--- src/rtl/port_regs_consts.svh ---
// constants of the port test and debug register bank
// assumes byte addresses on a 32-bit wishbone bus
`ifndef PORT_REGS_CONSTS_SVH
`define PORT_REGS_CONSTS_SVH

// ----------------------------------------
// register byte offsets
// ----------------------------------------
`define OFS_PHY_TEST 12'h320
`define OFS_HOLD 12'h324
`define OFS_IND0 12'h328
`define OFS_IND1 12'h32C
`define OFS_FSM_STAT 12'h33C
`define OFS_LL_STAT 12'h340
`define OFS_TL_CFG 12'h344
`define OFS_PROBE_CTRL 12'h348
`define OFS_PROBE_DATA 12'h34C

// ----------------------------------------
// writable bit masks, everything else reads zero
// ----------------------------------------
`define MASK_PHY_TEST 32'h007F_7F7F
`define MASK_HOLD 32'h0007_0707
`define MASK_IND0 32'h0000_01FF
`define MASK_IND1 32'hFFFF_FFFF
`define MASK_TL_CFG 32'h0000_00FF
`define MASK_PROBE_CTRL 32'h0000_01FF

// ----------------------------------------
// field positions
// ----------------------------------------
`define POS_TRAIN_DIS 0
`define POS_QUIET 8
`define POS_PAT_RATE 16
`define PHY_PORT_STRIDE 8
`define POS_ADAPT_ACK 4
`define POS_FIX_DET_DIS 5

// ----------------------------------------
// reset values and the training probe group code
// ----------------------------------------
`define RST_FSM_STAT 8'h04
`define RST_LL_STAT 16'h0004
`define RST_TL_CFG 8'h03
`define GROUP_TRAINING 5'h00

`endif

--- src/rtl/port_regs_pkg.sv ---
// types shared by the port test and debug register bank
// assumes the constants header is compiled alongside
package port_regs_pkg;

  // one port's physical-layer test controls, bit 6 first
  typedef struct packed {
    logic compliance_sel;
    logic emphasis_ctrl;
    logic speed_ctrl;
    logic loop_state_in;
    logic compliance_rx;
    logic scrambler_off;
    logic loop_request;
  } phy_test_port_type;

  // per-port link training steering, bit n for port n
  typedef struct packed {
    logic [2:0] pattern_rate;
    logic [2:0] quiet_hold;
    logic [2:0] training_disable;
  } port_ctrl_type;

  // probe selection handed to the capture block
  typedef struct packed {
    logic start;
    logic [2:0] port;
    logic [4:0] group;
  } probe_sel_type;

endpackage

--- src/rtl/probe_capture.sv ---
// probe selector and capture register
// assumes probe words come from logic on the same clock
`timescale 1ns/1ps
`default_nettype none
`include "port_regs_consts.svh"

module probe_capture
  import port_regs_pkg::*;
#(
  parameter int NUM_PORTS = 3,
  parameter int PROBE_W = 32
) (
  // clock and reset
  input wire logic clk,
  input wire logic nrst,
  // selection from the control register
  input wire probe_sel_type sel,
  // training group words, one per port
  input wire logic [NUM_PORTS-1:0][PROBE_W-1:0] fsm_probe,
  // captured word
  output logic [PROBE_W-1:0] data
);

  // ----------------------------------------
  // selection
  // ----------------------------------------
  logic [PROBE_W-1:0] picked; // word chosen by group and port

  // only the training group is defined; others give zero
  always_comb begin
    picked = '0;
    if (sel.group == `GROUP_TRAINING) begin
      if (32'(sel.port) < NUM_PORTS) begin
        picked = fsm_probe[sel.port];
      end
    end
  end

  // ----------------------------------------
  // capture
  // ----------------------------------------
  // follows the selection while start is set, freezes otherwise
  always_ff @(posedge clk or negedge nrst) begin
    if (!nrst) begin
      data <= '0;
    end else if (sel.start) begin
      data <= picked;
    end
  end
endmodule
`default_nettype wire

--- src/rtl/port_phy_test_debug_regs.sv ---
// port test and debug register bank, wishbone slave
// assumes a classic wishbone master on clk and
// same-clock sources for load strobes and probe words
//
// The Wishbone interface to the registers was decided locally.
`timescale 1ns/1ps
`default_nettype none
`include "port_regs_consts.svh"

module port_phy_test_debug_regs
  import port_regs_pkg::*;
#(
  parameter int NUM_PORTS = 3,
  parameter int PROBE_W = 32,
  parameter bit IS_UPSTREAM = 1'b1
) (
  // clock and reset
  input wire logic clk,
  input wire logic nrst,
  // wishbone slave
  input wire logic wb_cyc_i,
  input wire logic wb_stb_i,
  input wire logic wb_we_i,
  input wire logic [11:0] wb_adr_i,
  input wire logic [3:0] wb_sel_i,
  input wire logic [31:0] wb_dat_i,
  output logic [31:0] wb_dat_o,
  output logic wb_ack_o,
  // configuration load of read-only defaults
  input wire logic cfg_load,
  input wire logic [7:0] cfg_fsm_status,
  input wire logic [15:0] cfg_ll_status,
  // per-port test controls
  output phy_test_port_type [NUM_PORTS-1:0] phy_test,
  output port_ctrl_type port_ctrl,
  // indicator and transaction layer settings
  output logic [7:0] indicator_field_a,
  output logic indicator_field_b,
  output logic [31:0] indicator_fields_c,
  output logic [7:0] transaction_layer_setting,
  // decoded link layer bits
  output logic adaptive_ack_policy,
  output logic fixed_detect_disable,
  // probe sources
  input wire logic [NUM_PORTS-1:0][PROBE_W-1:0] fsm_probe
);

  // ----------------------------------------
  // elaboration checks
  // ----------------------------------------
  // the field layout is built for three ports and a word probe
  if (NUM_PORTS != 3) begin : g_bad_ports
    $error("NUM_PORTS must be 3");
  end
  if (PROBE_W != 32) begin : g_bad_width
    $error("PROBE_W must be 32");
  end

  // ----------------------------------------
  // bus decode
  // ----------------------------------------
  logic take; // request accepted this edge
  logic wr; // accepted write
  logic rd; // accepted read
  logic [31:0] bytes_on; // byte enables spread to bits

  assign take = wb_cyc_i & wb_stb_i & ~wb_ack_o;
  assign wr = take & wb_we_i;
  assign rd = take & ~wb_we_i;

  // one enable bit per data bit
  for (genvar b = 0; b < 4; b++) begin : g_lane
    assign bytes_on[b*8 +: 8] = {8{wb_sel_i[b]}};
  end

  // merge write data into a register under mask and lanes
  function automatic logic [31:0] merge(
    input logic [31:0] old,
    input logic [31:0] mask
  );
    logic [31:0] en;
    en = bytes_on & mask;
    merge = (old & ~en) | (wb_dat_i & en);
  endfunction

  // ----------------------------------------
  // acknowledge
  // ----------------------------------------
  // one wait state, then a single-cycle ack; the ack term
  // in take stops a held request from being taken twice
  always_ff @(posedge clk or negedge nrst) begin
    if (!nrst) begin
      wb_ack_o <= 1'b0;
    end else begin
      wb_ack_o <= take;
    end
  end

  // ----------------------------------------
  // writable registers
  // ----------------------------------------
  logic [31:0] phy_reg; // test controls, all ports
  logic [31:0] hold_reg; // disable, quiet, pattern rate
  logic [31:0] ind0_reg; // indicator word 0
  logic [31:0] ind1_reg; // indicator word 1
  logic [31:0] tl_reg; // transaction layer setting
  logic [31:0] probe_reg; // probe control

  // test controls; reserved bits stay zero via the mask
  always_ff @(posedge clk or negedge nrst) begin
    if (!nrst) begin
      phy_reg <= 32'h0000_0000;
    end else if (wr && wb_adr_i == `OFS_PHY_TEST) begin
      phy_reg <= merge(phy_reg, `MASK_PHY_TEST);
    end
  end

  // training disable, quiet hold and pattern rate
  always_ff @(posedge clk or negedge nrst) begin
    if (!nrst) begin
      hold_reg <= 32'h0000_0000;
    end else if (wr && wb_adr_i == `OFS_HOLD) begin
      hold_reg <= merge(hold_reg, `MASK_HOLD);
    end
  end

  // indicator words only steer outside logic
  always_ff @(posedge clk or negedge nrst) begin
    if (!nrst) begin
      ind0_reg <= 32'h0000_0000;
      ind1_reg <= 32'h0000_0000;
    end else if (wr && wb_adr_i == `OFS_IND0) begin
      ind0_reg <= merge(ind0_reg, `MASK_IND0);
    end else if (wr && wb_adr_i == `OFS_IND1) begin
      ind1_reg <= merge(ind1_reg, `MASK_IND1);
    end
  end

  // transaction layer setting, resets to its default
  always_ff @(posedge clk or negedge nrst) begin
    if (!nrst) begin
      tl_reg <= {24'h00_0000, `RST_TL_CFG};
    end else if (wr && wb_adr_i == `OFS_TL_CFG) begin
      tl_reg <= merge(tl_reg, `MASK_TL_CFG);
    end
  end

  // probe control; a downstream instance keeps it at zero
  always_ff @(posedge clk or negedge nrst) begin
    if (!nrst) begin
      probe_reg <= 32'h0000_0000;
    end else if (IS_UPSTREAM && wr && wb_adr_i == `OFS_PROBE_CTRL) begin
      probe_reg <= merge(probe_reg, `MASK_PROBE_CTRL);
    end
  end

  // ----------------------------------------
  // read-only status, loadable defaults
  // ----------------------------------------
  logic [7:0] fsm_stat; // link fsm status byte
  logic [15:0] ll_stat; // link layer status word

  // software cannot write these; only a configuration load
  // replaces the reset default
  always_ff @(posedge clk or negedge nrst) begin
    if (!nrst) begin
      fsm_stat <= `RST_FSM_STAT;
      ll_stat <= `RST_LL_STAT;
    end else if (cfg_load) begin
      fsm_stat <= cfg_fsm_status;
      ll_stat <= cfg_ll_status;
    end
  end

  // ----------------------------------------
  // probe capture
  // ----------------------------------------
  probe_sel_type probe_sel; // fields of the control word
  logic [PROBE_W-1:0] probe_data; // captured word

  assign probe_sel = probe_reg[8:0];

  probe_capture #(
    .NUM_PORTS(NUM_PORTS),
    .PROBE_W(PROBE_W)
  ) probe_capture_i (
    .clk(clk),
    .nrst(nrst),
    .sel(probe_sel),
    .fsm_probe(fsm_probe),
    .data(probe_data)
  );

  // ----------------------------------------
  // read data
  // ----------------------------------------
  logic [31:0] next_rdata; // word for the addressed register

  // unmapped addresses, and the probe pair on a downstream
  // instance, read as zero
  always_comb begin
    next_rdata = 32'h0000_0000;
    case (wb_adr_i)
      `OFS_PHY_TEST: next_rdata = phy_reg;
      `OFS_HOLD: next_rdata = hold_reg;
      `OFS_IND0: next_rdata = ind0_reg;
      `OFS_IND1: next_rdata = ind1_reg;
      `OFS_FSM_STAT: next_rdata = {24'h00_0000, fsm_stat};
      `OFS_LL_STAT: next_rdata = {16'h0000, ll_stat};
      `OFS_TL_CFG: next_rdata = tl_reg;
      `OFS_PROBE_CTRL: begin
        if (IS_UPSTREAM) begin
          next_rdata = probe_reg;
        end
      end
      `OFS_PROBE_DATA: begin
        if (IS_UPSTREAM) begin
          next_rdata = probe_data;
        end
      end
      default: next_rdata = 32'h0000_0000;
    endcase
  end

  // read data is latched with the ack and held until the
  // next read, so it stands steady while ack is high
  always_ff @(posedge clk or negedge nrst) begin
    if (!nrst) begin
      wb_dat_o <= 32'h0000_0000;
    end else if (rd) begin
      wb_dat_o <= next_rdata;
    end
  end

  // ----------------------------------------
  // outputs to the port logic
  // ----------------------------------------
  // each port's seven controls sit in its own byte
  for (genvar p = 0; p < NUM_PORTS; p++) begin : g_port
    assign phy_test[p] = phy_reg[p*`PHY_PORT_STRIDE +: 7];
  end

  assign port_ctrl.training_disable = hold_reg[`POS_TRAIN_DIS +: 3];
  assign port_ctrl.quiet_hold = hold_reg[`POS_QUIET +: 3];
  assign port_ctrl.pattern_rate = hold_reg[`POS_PAT_RATE +: 3];
  assign indicator_field_a = ind0_reg[7:0];
  assign indicator_field_b = ind0_reg[8];
  assign indicator_fields_c = ind1_reg;
  assign transaction_layer_setting = tl_reg[7:0];
  assign adaptive_ack_policy = ll_stat[`POS_ADAPT_ACK];
  assign fixed_detect_disable = ll_stat[`POS_FIX_DET_DIS];
endmodule
`default_nettype wire

--- config.mk ---
export PLATFORM = sky130hd
export DESIGN_NAME = port_phy_test_debug_regs
export DESIGN_NICKNAME = d
export VERILOG_FILES = /design/src/rtl/port_regs_pkg.sv /design/src/rtl/probe_capture.sv /design/src/rtl/port_phy_test_debug_regs.sv
export VERILOG_INCLUDE_DIRS = /design/src /design/src/rtl
export SDC_FILE = /design/constraint.sdc
export NUM_CORES = 1
export LEC_CHECK = 0
export CAP_MARGIN = 0
export CORE_MARGIN = 2
export CORE_UTILIZATION = 24
export DETAILED_ROUTE_END_ITERATION = 8
export DONT_BUFFER_PORTS = 1
export HOLD_SLACK_MARGIN = 0.08
export PLACE_DENSITY = 0.37
export SYNTH_ARGS = -nofsm -noshare
export SYNTH_HDL_FRONTEND = slang
export SYNTH_SLANG_ARGS = --single-unit
export TNS_END_PERCENT = 100
--- constraint.sdc ---
create_clock -name clk -period 2.9 [get_ports clk]
set_clock_uncertainty 0.2 [all_clocks]
set_input_delay 0.29 -clock clk [delete_from_list [all_inputs] [get_ports clk]]
set_output_delay 0.29 -clock clk [all_outputs]
set_load 0.01 [all_outputs]
; Word-level counts from Yosys, hierarchy flattened
; Index checks and enable logic that the tools add are counted.
[op_classes]
n_reduce_logical = 8
n_lt_le_gt_ge = 2
n_eq_ne = 9
mux = 5
n_bitwise = 29
[ops]
columns = op, n
row1 = $pmux 32 s9, 1
row2 = $and 32x32->32, 7
row3 = $or 32x32->32, 6
row4 = $eq 12x10->1 const B, 9
row5 = $mux 32, 3
row6 = $bmux 32 s2, 1
row7 = $and 32x19->32, 1
row8 = $and 32x23->32, 1
row9 = $and 32x8->32, 1
row10 = $and 32x9->32, 1
row11 = $not 19->32, 1
row12 = $not 23->32, 1
row13 = $not 32->32, 1
row14 = $not 8->32, 1
row15 = $not 9->32, 1
row16 = $logic_and 1x1->1, 6
row17 = $logic_not 5->1, 1
row18 = $and 1x1->1, 4
row19 = $lt 3x2->1 const B, 1
row20 = $lt 3x3->1 const B, 1
row21 = $not 1->1, 3
row22 = $reduce_and 2->1, 1
[word_totals]
out_inout_bits = 114
word_cells = 64
input_bits = 174
ff_bits = 281

; Logic depth before layout (Yosys ltp)
; Gate-level depths: netlist of run 1.
[depth]
ltp_word = 6
mapped_depth = 7
depth_no_buf = 5

; Modules after synthesis
; A second synthesis of run 1 with hierarchy kept.
[unflattened]
cells_unflattened = 719
area_unflattened_um2 = 9087.5
[by_module_without_submodules]
columns = mod, instances, area_per_inst_um2, cells_per_inst
row1 = port_phy_test_debug_regs, 1, 6785.3, 535
row2 = probe_capture, 1, 2302.2, 184

; Least setup slack after synthesis of run 1
; OpenSTA, ideal clock, no wires.
[synth_path]
path_kind = reg2reg
from = register wb_ack_o
to = register with a tool-made name
path_stages_with_launch = 5
path_slack_ps = 686
setup_ps = 125
path_buffers = 0
arrival_time_ps = 1889
required_ps = 2575
cell_sequence = dfrtp_1 > nor3b_1 > nand2_1 > nor3_4 > mux2_2
[synth_lines]
columns = item, line
row1 = "start, declared", port_phy_test_debug_regs.sv:28  ; output logic wb_ack_o,
row2 = "start signal, assigned", port_phy_test_debug_regs.sv:95  ; wb_ack_o <= take;

==> results of run 1 <==
## logic make-up after synthesis
kind of cell	after synthesis
AND/OR/NAND/NOR	161
multiplexers	163
AO/OA/AOI/OAI	179
buffers and inverters	83
flip-flops	177
## path summary, 6_finish.rpt
kind                                          startpoint                       end  cells past startpoint  slack, ps
worst min-delay path                                nrst              wb_dat_o[20]                      0       -660
max in group asynchronous                           nrst                 async pin                      0       2730
worst max-delay path                            wb_stb_i                      flop                      7        410
min in group clk                             wb_adr_i[4]               wb_dat_o[2]                      4         90
worst max register to register                      flop   probe_capture_i.data[8]                      6        410
worst min register to register  probe_capture_i.data[25]  probe_capture_i.data[25]                      2        330
## report_power, final
group | internal, uW | switching [uW]
combinational | 246 | 144
clock | 1340 | 1120
sequential | 2510 | 36.7
total | 4090 | 1300
## metal layers
| metal | wire length (um) | up-vias |
|---|---|---|
| met2 | 15300 | 215 |
| met5 | 13 | - |
| li1 | - | 3089 |
| met1 | 15200 | 3338 |
| met3 | 2200 | 19 |
| met4 | 480 | 2 |
## stage by stage
stage | cells | power [uW] | util | setup slack [ps]
floorplan | 763 | 2740 | - | 686
global placement | 1196 | 2780 | 0.258 | 399
detailed placement | 1196 | 2790 | 0.258 | 364
CTS | 1379 | 5460 | 0.318 | 333
global route | 1380 | 5600 | 0.318 | 243
finish | 1381 | 5390 | 0.318 | 410
## worst max-delay path, stage by stage
cell and delay [ps]:
dlygate4sd3_1 530, nand2_1 80, nor3b_1 270, buf_4 200
nand2_1 270, nor3_4 580, mux2_2 400
## final cells by class
class	count	area (sq um)
Antenna cell	2	5.00
Clock buffer	19	453
Clock inverter	13	148
Fill cell	3684	24100
Inverter	35	131
Multi-Input combinational cell	503	3810
Sequential cell	177	4440
Tap cell	461	577
Timing Repair Buffer	171	1670
## cell usage after synthesis (5+ instances only)
library cell	number	area [sq um]
nor2_1	50	188
clkbuf_1	43	161
dfrtp_1	173	4330
nor2_2	8	50.1
nand4_1	6	37.5
mux2i_1	45	450
nand3_1	9	45.0
o22ai_1	34	213
mux2_2	117	1320
o21ai_0	30	150
o22a_1	7	61.3
a22oi_1	38	285
nor2b_1	5	31.3
inv_1	35	131
nand2_1	50	188
a21oi_1	44	220
==> reports/qor.csv, run 1 <==
stage;metric;value;unit
floorplan;die_h;193;um
yosys;synthSimpleGateAreaFrac;0.0995;
clocking;cts.path.max_buffers;2;
clocking;post-cts-setup-buffers;0;
timing;drv_slew;0;
detailed_routing;drt_iter0_drc;255;
global_route;antenna_found_initial;3;
detailed_routing;viasPerCell;4.82;
job;maxCapViolCount;0;
floorplan;initial_utilization;0.242;
detailed_routing;wl_per_cell;24.0;um
setup_path;cp.required;3030;ps
floorplan;io_pins;288;
yosys;synth_flop_cell;dfrtp_1;
placement;place_area;9110;sq um
cells_and_area;final_common_cell;dfrtp_1;
cells_and_area;nets;1079;
yosys;yosysUniqueCellTypes;53;
placement;io_buffers;0;
clocking;clock_tree.root_cell;clkbuf_16;
timing;setup_viol;0;
clocking;cts_tree;done;
yosys;synthMuxAreaShare;0.210;
detailed_routing;drtAntennaViolNets;0;
timing;period_needed;2490;ps
cells_and_area;drive_above_1_share;0.217;
global_route;grt_max_degree;178;
detailed_routing;vias;6663;
worst_hold_path;hp-class;input pin to async pin;
yosys;synth_compound_area_frac;0.134;
clocking;cts_buffers;17;
yosys;syn-num-nets;937;
clocking;htreeDepth;4;
timing;tns;0;ps
floorplan;die_width;193;um
placement;dp_hpwl;23.9;mm
pwr;powerDensity;480;nW/um^2
floorplan;die_area;37100;sq um
timing;timing.fmax;402;MHz
cells_and_area;fin_area;11200;sq um
yosys;synth_seq_area_share;0.519;
clocking;clk_latency;450;ps
yosys;synth_top_family_by_area;multiplexers;
status;outcome;finished with violations;
global_route;grt_pass1_wl;47.8;mm
yosys;ys_ff_latch;177;
global_route;met3_usage;0.0506;
timing;max_slew_margin;0.585;
global_route;grt_pass1_vias;6943;
yosys;netlist_instances;763;
clocking;clkSlewWorstSetupHoldPaths;70;ps
clocking;cts_sinks;177;
setup_path;critPathCaptureType;flop;
status;violations;negative hold slack;
yosys;async_reset_ff_frac;1.00;
yosys;syn_area_per_cell;11.2;sq um
global_route;met1_usage;0.243;
setup_path;start_kind;input pin;
floorplan;rows;69;
placement;place.gp.congestion;0.751;
detailed_routing;dr.pass1.iters;4;
setup_path;crit_type;input pin to flop;
detailed_routing;drc;0;
timing;grt_setup_unrepaired;no;
setup_path;cp.arrival;2630;ps
yosys;ys_warn_count;0;
clocking;holdBufCountCts;151;
pwr;leakagePower;0.00482;uW
cells_and_area;final_cell_mix;dfrtp_1 (172), dlygate4sd3_1 (151), mux2_2 (117), nand2_1 (50), nor2_1 (50);
yosys;synth_enable_flop_cells;0;
global_route;overflow;0;
timing;fin_hold_ws;-659;ps
detailed_routing;routed_wl;33.2;mm
global_route;grt_busiest_layer;met2;
timing;hold_violations;177;
timing;fin_crit_sh;0.859;
yosys;synth_xor_area_frac;0;
yosys;netlist_area;8540;sq um
global_route;track_usage;0.179;
global_route;met2_usage;0.281;
cells_and_area;area_delta_synth_final;31.6;%
clocking;ctsResizeCount;0;
timing;worst_slew_pin_slew;614;ps
pwr;ir_worst_vdd;0.371;mV
setup_path;path_max_fanout;8;
floorplan;coreArea;35300;sq um
yosys;synth-adder-area-share;0;
Power figures use the tool's default switching activity.
==> inputs of run 2 (changes only) <==
Settings changed: SYNTH_HIERARCHICAL from default to 1.
==> run 2 against run 1 <==
The flow still finishes with violations (negative hold slack). Area after synthesis rose by 6.5%. Largest power group unchanged. Cell area rose by 4.9%. Synthesized cell count fell by 5.8%. Via count fell by 0.30%. Sequential share of layout area fell by 1.8 points. Combinational power rose by 15%. Die area rose by 6.3%. First-iteration DRC count fell by 3.9%. Flip-flop and latch count did not move. Register-to-register slack got worse by 250 ps.
==> reports/qor.csv, run 2 <==
stage;metric;value;unit
setup_path;critPathCaptureType;flop;
setup_path;worst-r2r-setup-slack;160;ps
cells_and_area;final_common_cell;dfrtp_1;
cells_and_area;multi_input_area;4230;sq um
yosys;synth_top_cell_area_share;0.476;
yosys;synth_most_common_cell;dfrtp_1;
clocking;cts_sinks;177;
setup_path;cpLargestDelayFamily;buffers and inverters;
detailed_routing;drc;0;
global_route;antenna_found_initial;3;
timing;fin_hold_ws;-649;ps
detailed_routing;dr.pass1.iters;5;
timing;timing.fmax;363;MHz
global_route;track_usage;0.170;
setup_path;path_max_fanout;5;
timing;tns;0;ps
clocking;clk_latency;460;ps
pwr;p_switching;1280;uW
placement;dp_hpwl;23.8;mm
setup_path;ff2ff_path_depth;5;
pwr;power;5300;uW
setup_path;path_cells;dlygate4sd3_1 -> or3b_4 -> nor3_4 -> nand4_1 -> mux2_2 -> dlygate4sd3_1;
status;outcome;finished with violations;
clocking;post-cts-setup-buffers;0;
timing;hold_violations;177;
setup_path;cp_common_cell;dlygate4sd3_1;
yosys;synth_seq_area_share;0.488;
clocking;htreeDepth;4;
yosys;synth.largest_area_cell;dfrtp_1;
cells_and_area;fin_cells;1391;
clocking;clock_tree.root_cell;clkbuf_16;
timing;max_slew_margin;0.571;
setup_path;max_stage_delay;580;ps
clocking;clkSlewWorstSetupHoldPaths;70;ps
pwr;pwr-share-seq;0.479;
yosys;netlist_area;9090;sq um
detailed_routing;routed_wl;33.5;mm
cells_and_area;nets;1039;
yosys;yosysUniqueCellTypes;60;
yosys;netlist_instances;719;
yosys;synth_flop_cell;dfrtp_1;
pwr;ir_worst_vdd;0.420;mV
yosys;syn_area_per_cell;12.6;sq um
setup_path;crit_type;input pin to flop;
pwr;powerDensity;450;nW/um^2
cells_and_area;fin_util;0.314;
cells_and_area;area_delta_synth_final;29.7;%
setup_path;crit_slowest_cell;dlygate4sd3_1;
detailed_routing;drt_iter0_drc;245;
pwr;leakagePower;0.00499;uW
setup_path;r2r-end;probe_capture_i/data[21];
placement;place.gp.congestion;0.764;
status;violations;negative hold slack;
yosys;ys_warn_count;6;
yosys;synth.area.top_cells;dfrtp_1 (48%), mux2_2 (14%), a2bb2oi_2 (5.0%);
global_route;grt_max_degree;178;
setup_path;crit_buf_inv;2;
cells_and_area;final_cell_mix;dfrtp_1 (170), dlygate4sd3_1 (154), mux2_2 (111), mux2i_1 (41), nand2_1 (36);
detailed_routing;wl_per_cell;24.1;um
yosys;syn-num-nets;893;
floorplan;die_area;39400;sq um
cells_and_area;regArea;4440;sq um
setup_path;critPathLaunch;wb_adr_i[6];
pwr;p_int;4030;uW
global_route;grt_pass1_vias;7126;
floorplan;initial_utilization;0.242;
timing;fin_crit_sh;0.949;
clocking;cts.path.max_buffers;2;
detailed_routing;viasPerCell;4.78;
global_route;grt_pass1_wl;48.2;mm
setup_path;path_depth;6;
clocking;holdBufCountCts;155;
floorplan;coreArea;37500;sq um
floorplan;die_h;199;um
timing;worst_slew_pin_slew;642;ps
pwr;clockPowerShare;0.436;
timing;setup_viol;0;
timing;drv_slew;0;
pwr;switching_share;0.241;
worst_hold_path;hp-class;input pin to async pin;
floorplan;die_width;199;um
cells_and_area;fillers;3823;
floorplan;rows;71;
placement;io_buffers;0;
yosys;async_reset_ff_frac;1.00;
global_route;overflow;0;
clocking;cts_buffers;17;
placement;place_inst;1202;
job;maxCapViolCount;0;
timing;grt_setup_unrepaired;no;
yosys;synth_enable_flop_cells;0;
detailed_routing;vias;6643;
cells_and_area;drive_above_1_share;0.302;
yosys;ys_ff_latch;177;
detailed_routing;drtAntennaViolNets;0;
setup_path;cp.required;3030;ps
setup_path;cp.arrival;2890;ps
clocking;cts_tree;done;
yosys;yosys-top-cells-count;dfrtp_1 (173), mux2_2 (111), mux2i_1 (41);
pwr;combPwrFrac;0.085;
timing;period_needed;2750;ps
setup_path;start_kind;input pin;
floorplan;io_pins;288;
[run 2: changes by cell type after synthesis, sizes merged, moves of 5 or more]
cell and change:
nor2 -39, o22a -7, nand2 -11, buf +27, a22o +5, clkbuf -27, a21oi -35, o22ai +7
a2bb2oi +36, a32oi +8, a22oi -6
[run 2: worst min path at each step]
stage / slack, ps / end / startpoint / depth (start not counted)
after floorplan: -210 / async pin / nrst / 0
after global placement: -190 / fsm_stat[4] / nrst / 0
after detailed placement: -190 / fsm_stat[4] / nrst / 0
after CTS: -690 / wb_dat_o[13] / nrst / 0
after global routing: -690 / async pin / nrst / 0
final: -650 / fsm_stat[4] / nrst / 0
[run 2: power by group through the flow]
stage	logic (uW)	clock network (uW)	registers [uW]
after floorplan	199	0	2580
after global placement	226	0	2590
after detailed placement	229	0	2590
after CTS	451	2400	2540
after global routing	483	2500	2540
final	451	2310	2540
[run 2: cells by family (layout without fill, tap and decap cells)]
group / Yosys count / in the layout / synth area share
compound gates: 182 / 182 / 0.184
flops: 177 / 177 / 0.488
mux: 161 / 161 / 0.195
simple gates: 113 / 113 / 0.0840
buf+inv: 86 / 245 / 0.0486
other cells: 0 / 2 / 0
[run 2: per-stage QoR]
| step | area [sq um] | setup WS [ps] | hold WS [ps] |
|---|---|---|---|
| 6_report | 11800 | 147 | -649 |
| 5_1_grt | 11800 | 24.8 | -686 |
| 4_1_cts | 11800 | 71.2 | -685 |
| 3_5_place_dp | 9650 | 386 | -191 |
| 3_3_place_gp | 9650 | 474 | -192 |
| 2_1_floorplan | 9090 | 793 | -206 |
[run 2: area by class of cell]
cell class / count / share of cell area
antenna: 2 / 0.000425
clock buffer: 22 / 0.0394
clock inverter: 10 / 0.00881
inverter: 35 / 0.0111
multi-input combinational: 456 / 0.359
sequential: 177 / 0.377
tap: 511 / 0.0543
timing repair buffer: 178 / 0.150
[run 2: timing repair]
action | in CTS | in global routing
endpoints found under the setup margin | 0 | 3
endpoints found under the hold margin | 338 | 177
gates resized for setup | 0 | 1
[run 2: per-layer routing]
metal,wire length [um],vias up,track usage
met2,15600,199,0.267
li1,-,2995,-
met3,2380,29,0.0565
met5,7,-,0
met1,14900,3418,0.222
met4,575,2,0.0500
[run 2: worst reg2reg max path: cells and delay by family (launching register included)]
family | cells | cell delay, ps
flip-flops | 1 | 780
multiplexers | 1 | 260
buffers and inverters | 2 | 1070
AO/OA/AOI/OAI | 2 | 300
==> inputs of run 3 (changes only) <==
Settings changed: CELL_PAD_IN_SITES_DETAIL_PLACEMENT from default to 2, CELL_PAD_IN_SITES_GLOBAL_PLACEMENT from default to 2, PLACE_DENSITY 0.37 to 0.51.
==> run 3 against run 2 <==
The flow still finishes with violations (negative hold slack). Non-clock buffer count up 7. Count of clock-buffer cells in the layout stayed put. Die area is the same. Combinational power is 3% higher. Critical path depth unchanged. Sequential share of layout area fell by 0.28 points. Maximum frequency down 0.54%. Global-route usage is 1.8 points higher. Power up 2.4%. Largest power group unchanged.
==> reports/qor.csv, run 3 (same netlist as run 2, synthesis figures left out) <==
stage;metric;value;unit
status;outcome;finished with violations;
status;violations;negative hold slack;
global_route;grt_pass1_vias;7910;
setup_path;crit_buf_inv;2;
global_route;antenna_found_initial;1;
cells_and_area;multi_input_area;4230;sq um
clocking;clock_tree.root_cell;clkbuf_16;
cells_and_area;final_common_cell;dfrtp_1;
timing;fin_hold_ws;-651;ps
detailed_routing;dr.pass1.iters;5;
clocking;cts.path.max_buffers;2;
timing;hold_violations;177;
floorplan;die_area;39400;sq um
floorplan;die_h;199;um
detailed_routing;vias;6883;
setup_path;cpLargestDelayFamily;buffers and inverters;
floorplan;die_width;199;um
setup_path;critPathCaptureType;flop;
setup_path;path_max_fanout;18;
detailed_routing;drt_iter0_drc;212;
pwr;powerDensity;457;nW/um^2
timing;grt_setup_unrepaired;no;
timing;period_needed;2770;ps
placement;dp_hpwl;25.4;mm
job;maxCapViolCount;0;
setup_path;critPathLaunch;wb_adr_i[2];
timing;timing.fmax;361;MHz
global_route;grt_max_degree;178;
setup_path;r2r-start;wb_ack_o;
cells_and_area;nets;1046;
cells_and_area;area_delta_synth_final;30.7;%
global_route;track_usage;0.188;
pwr;leakagePower;0.00503;uW
floorplan;coreArea;37500;sq um
clocking;clkSlewWorstSetupHoldPaths;70;ps
timing;setup_viol;0;
placement;place.gp.congestion;0.789;
setup_path;cp.arrival;2900;ps
timing;fin_crit_sh;0.955;
floorplan;rows;71;
placement;place_inst;1199;
global_route;grt_pass1_wl;53.3;mm
cells_and_area;regArea;4440;sq um
floorplan;initial_utilization;0.242;
placement;io_buffers;0;
clocking;holdBufCountCts;160;
cells_and_area;drive_above_1_share;0.303;
timing;max_slew_margin;0.623;
detailed_routing;viasPerCell;4.93;
clocking;htreeDepth;4;
detailed_routing;routed_wl;36.4;mm
global_route;overflow;0;
setup_path;crit_slowest_cell;dlygate4sd3_1;
setup_path;cp.required;3030;ps
timing;worst_slew_pin_slew;564;ps
clocking;cts_tree;done;
worst_hold_path;hp-class;input pin to async pin;
timing;tns;0;ps
setup_path;path_cells;dlygate4sd3_1 -> nor3_4 -> nand2_1 -> or4_1 -> mux2_1 -> dlygate4sd3_1;
cells_and_area;fillers;3975;
detailed_routing;drc;0;
clocking;clk_latency;450;ps
setup_path;start_kind;input pin;
pwr;ir_worst_vdd;0.414;mV
clocking;ctsResizeCount;0;
detailed_routing;drtAntennaViolNets;0;
timing;drv_slew;0;
cells_and_area;fin_cells;1397;
setup_path;max_stage_delay;750;ps
clocking;cts_buffers;17;
detailed_routing;wl_per_cell;26.1;um
clocking;cts_sinks;177;
setup_path;crit_type;input pin to flop;
floorplan;io_pins;288;
setup_path;cp_common_cell;dlygate4sd3_1;
cells_and_area;final_cell_mix;dfrtp_1 (170), dlygate4sd3_1 (159), mux2_2 (111), mux2i_1 (41), nand2_1 (36);
-- run 3: cell count changes in the layout (fill, tap and decap cells not counted) --
cell	delta
clkinv_4	+1
diode_2	-1
nand2_4	-1
clkbuf_1	-1
dlygate4sd3_1	+5
clkinv_2	+1
bufinv_16	+1
clkbuf_8	+1
buf_4	+2
clkinvlp_4	-3
nand2_2	+1
-- run 3: repair_timing --
item	in CTS	in global routing
setup endpoints to repair	0	1
endpoints found under the hold margin	335	177
setup buffers	0	5
-- run 3: final cells by class --
cell class	instances	area share
clock buffer	22	0.0399
tap	511	0.0538
inverter	35	0.0111
clock inverter	10	0.0105
timing repair buffer	185	0.155
sequential	177	0.374
antenna	1	0.000211
multi-input combinational	456	0.356
-- run 3: per-layer routing --
metal  track usage  vias up  routed length [um]
met3        0.0426       37                2010
met1         0.233     3603               15600
li1              -     3014                   -
met4        0.0661        2                 888
met5             0        -                  11
met2         0.318      227               18000
-- run 3: worst paths after layout --
path,to,slack [ps],cells after the start
worst max-delay path,flop,130,6
worst min-delay path,fsm_stat[4],-650,0
worst max register to register,flop,140,5
worst min register to register,probe_capture_i/data[2],350,2
max in group asynchronous,probe_capture_i/data[25],2880,0
min in group clk,flop,100,3
-- run 3: power by group --
part	switching (uW)	leakage, uW	internal, uW
Sequential	29.8	0.00224	2510
Clock	1070	0.000292	1350
Combinational	184	0.00250	280
-- run 3: metrics by stage --
stage / power, uW / util / hold slack (ps) / cell area, sq um / worst slack, ps
6_report: 5430 / 0.317 / -651 / 11900 / 132
5_1_grt: 5640 / 0.317 / -679 / 11900 / 41.5
4_1_cts: 5520 / 0.316 / -693 / 11800 / 29.5
3_5_place_dp: 2820 / 0.257 / -196 / 9620 / 473
3_3_place_gp: 2810 / 0.257 / -196 / 9620 / 548
2_1_floorplan: 2770 / - / -206 / 9090 / 793
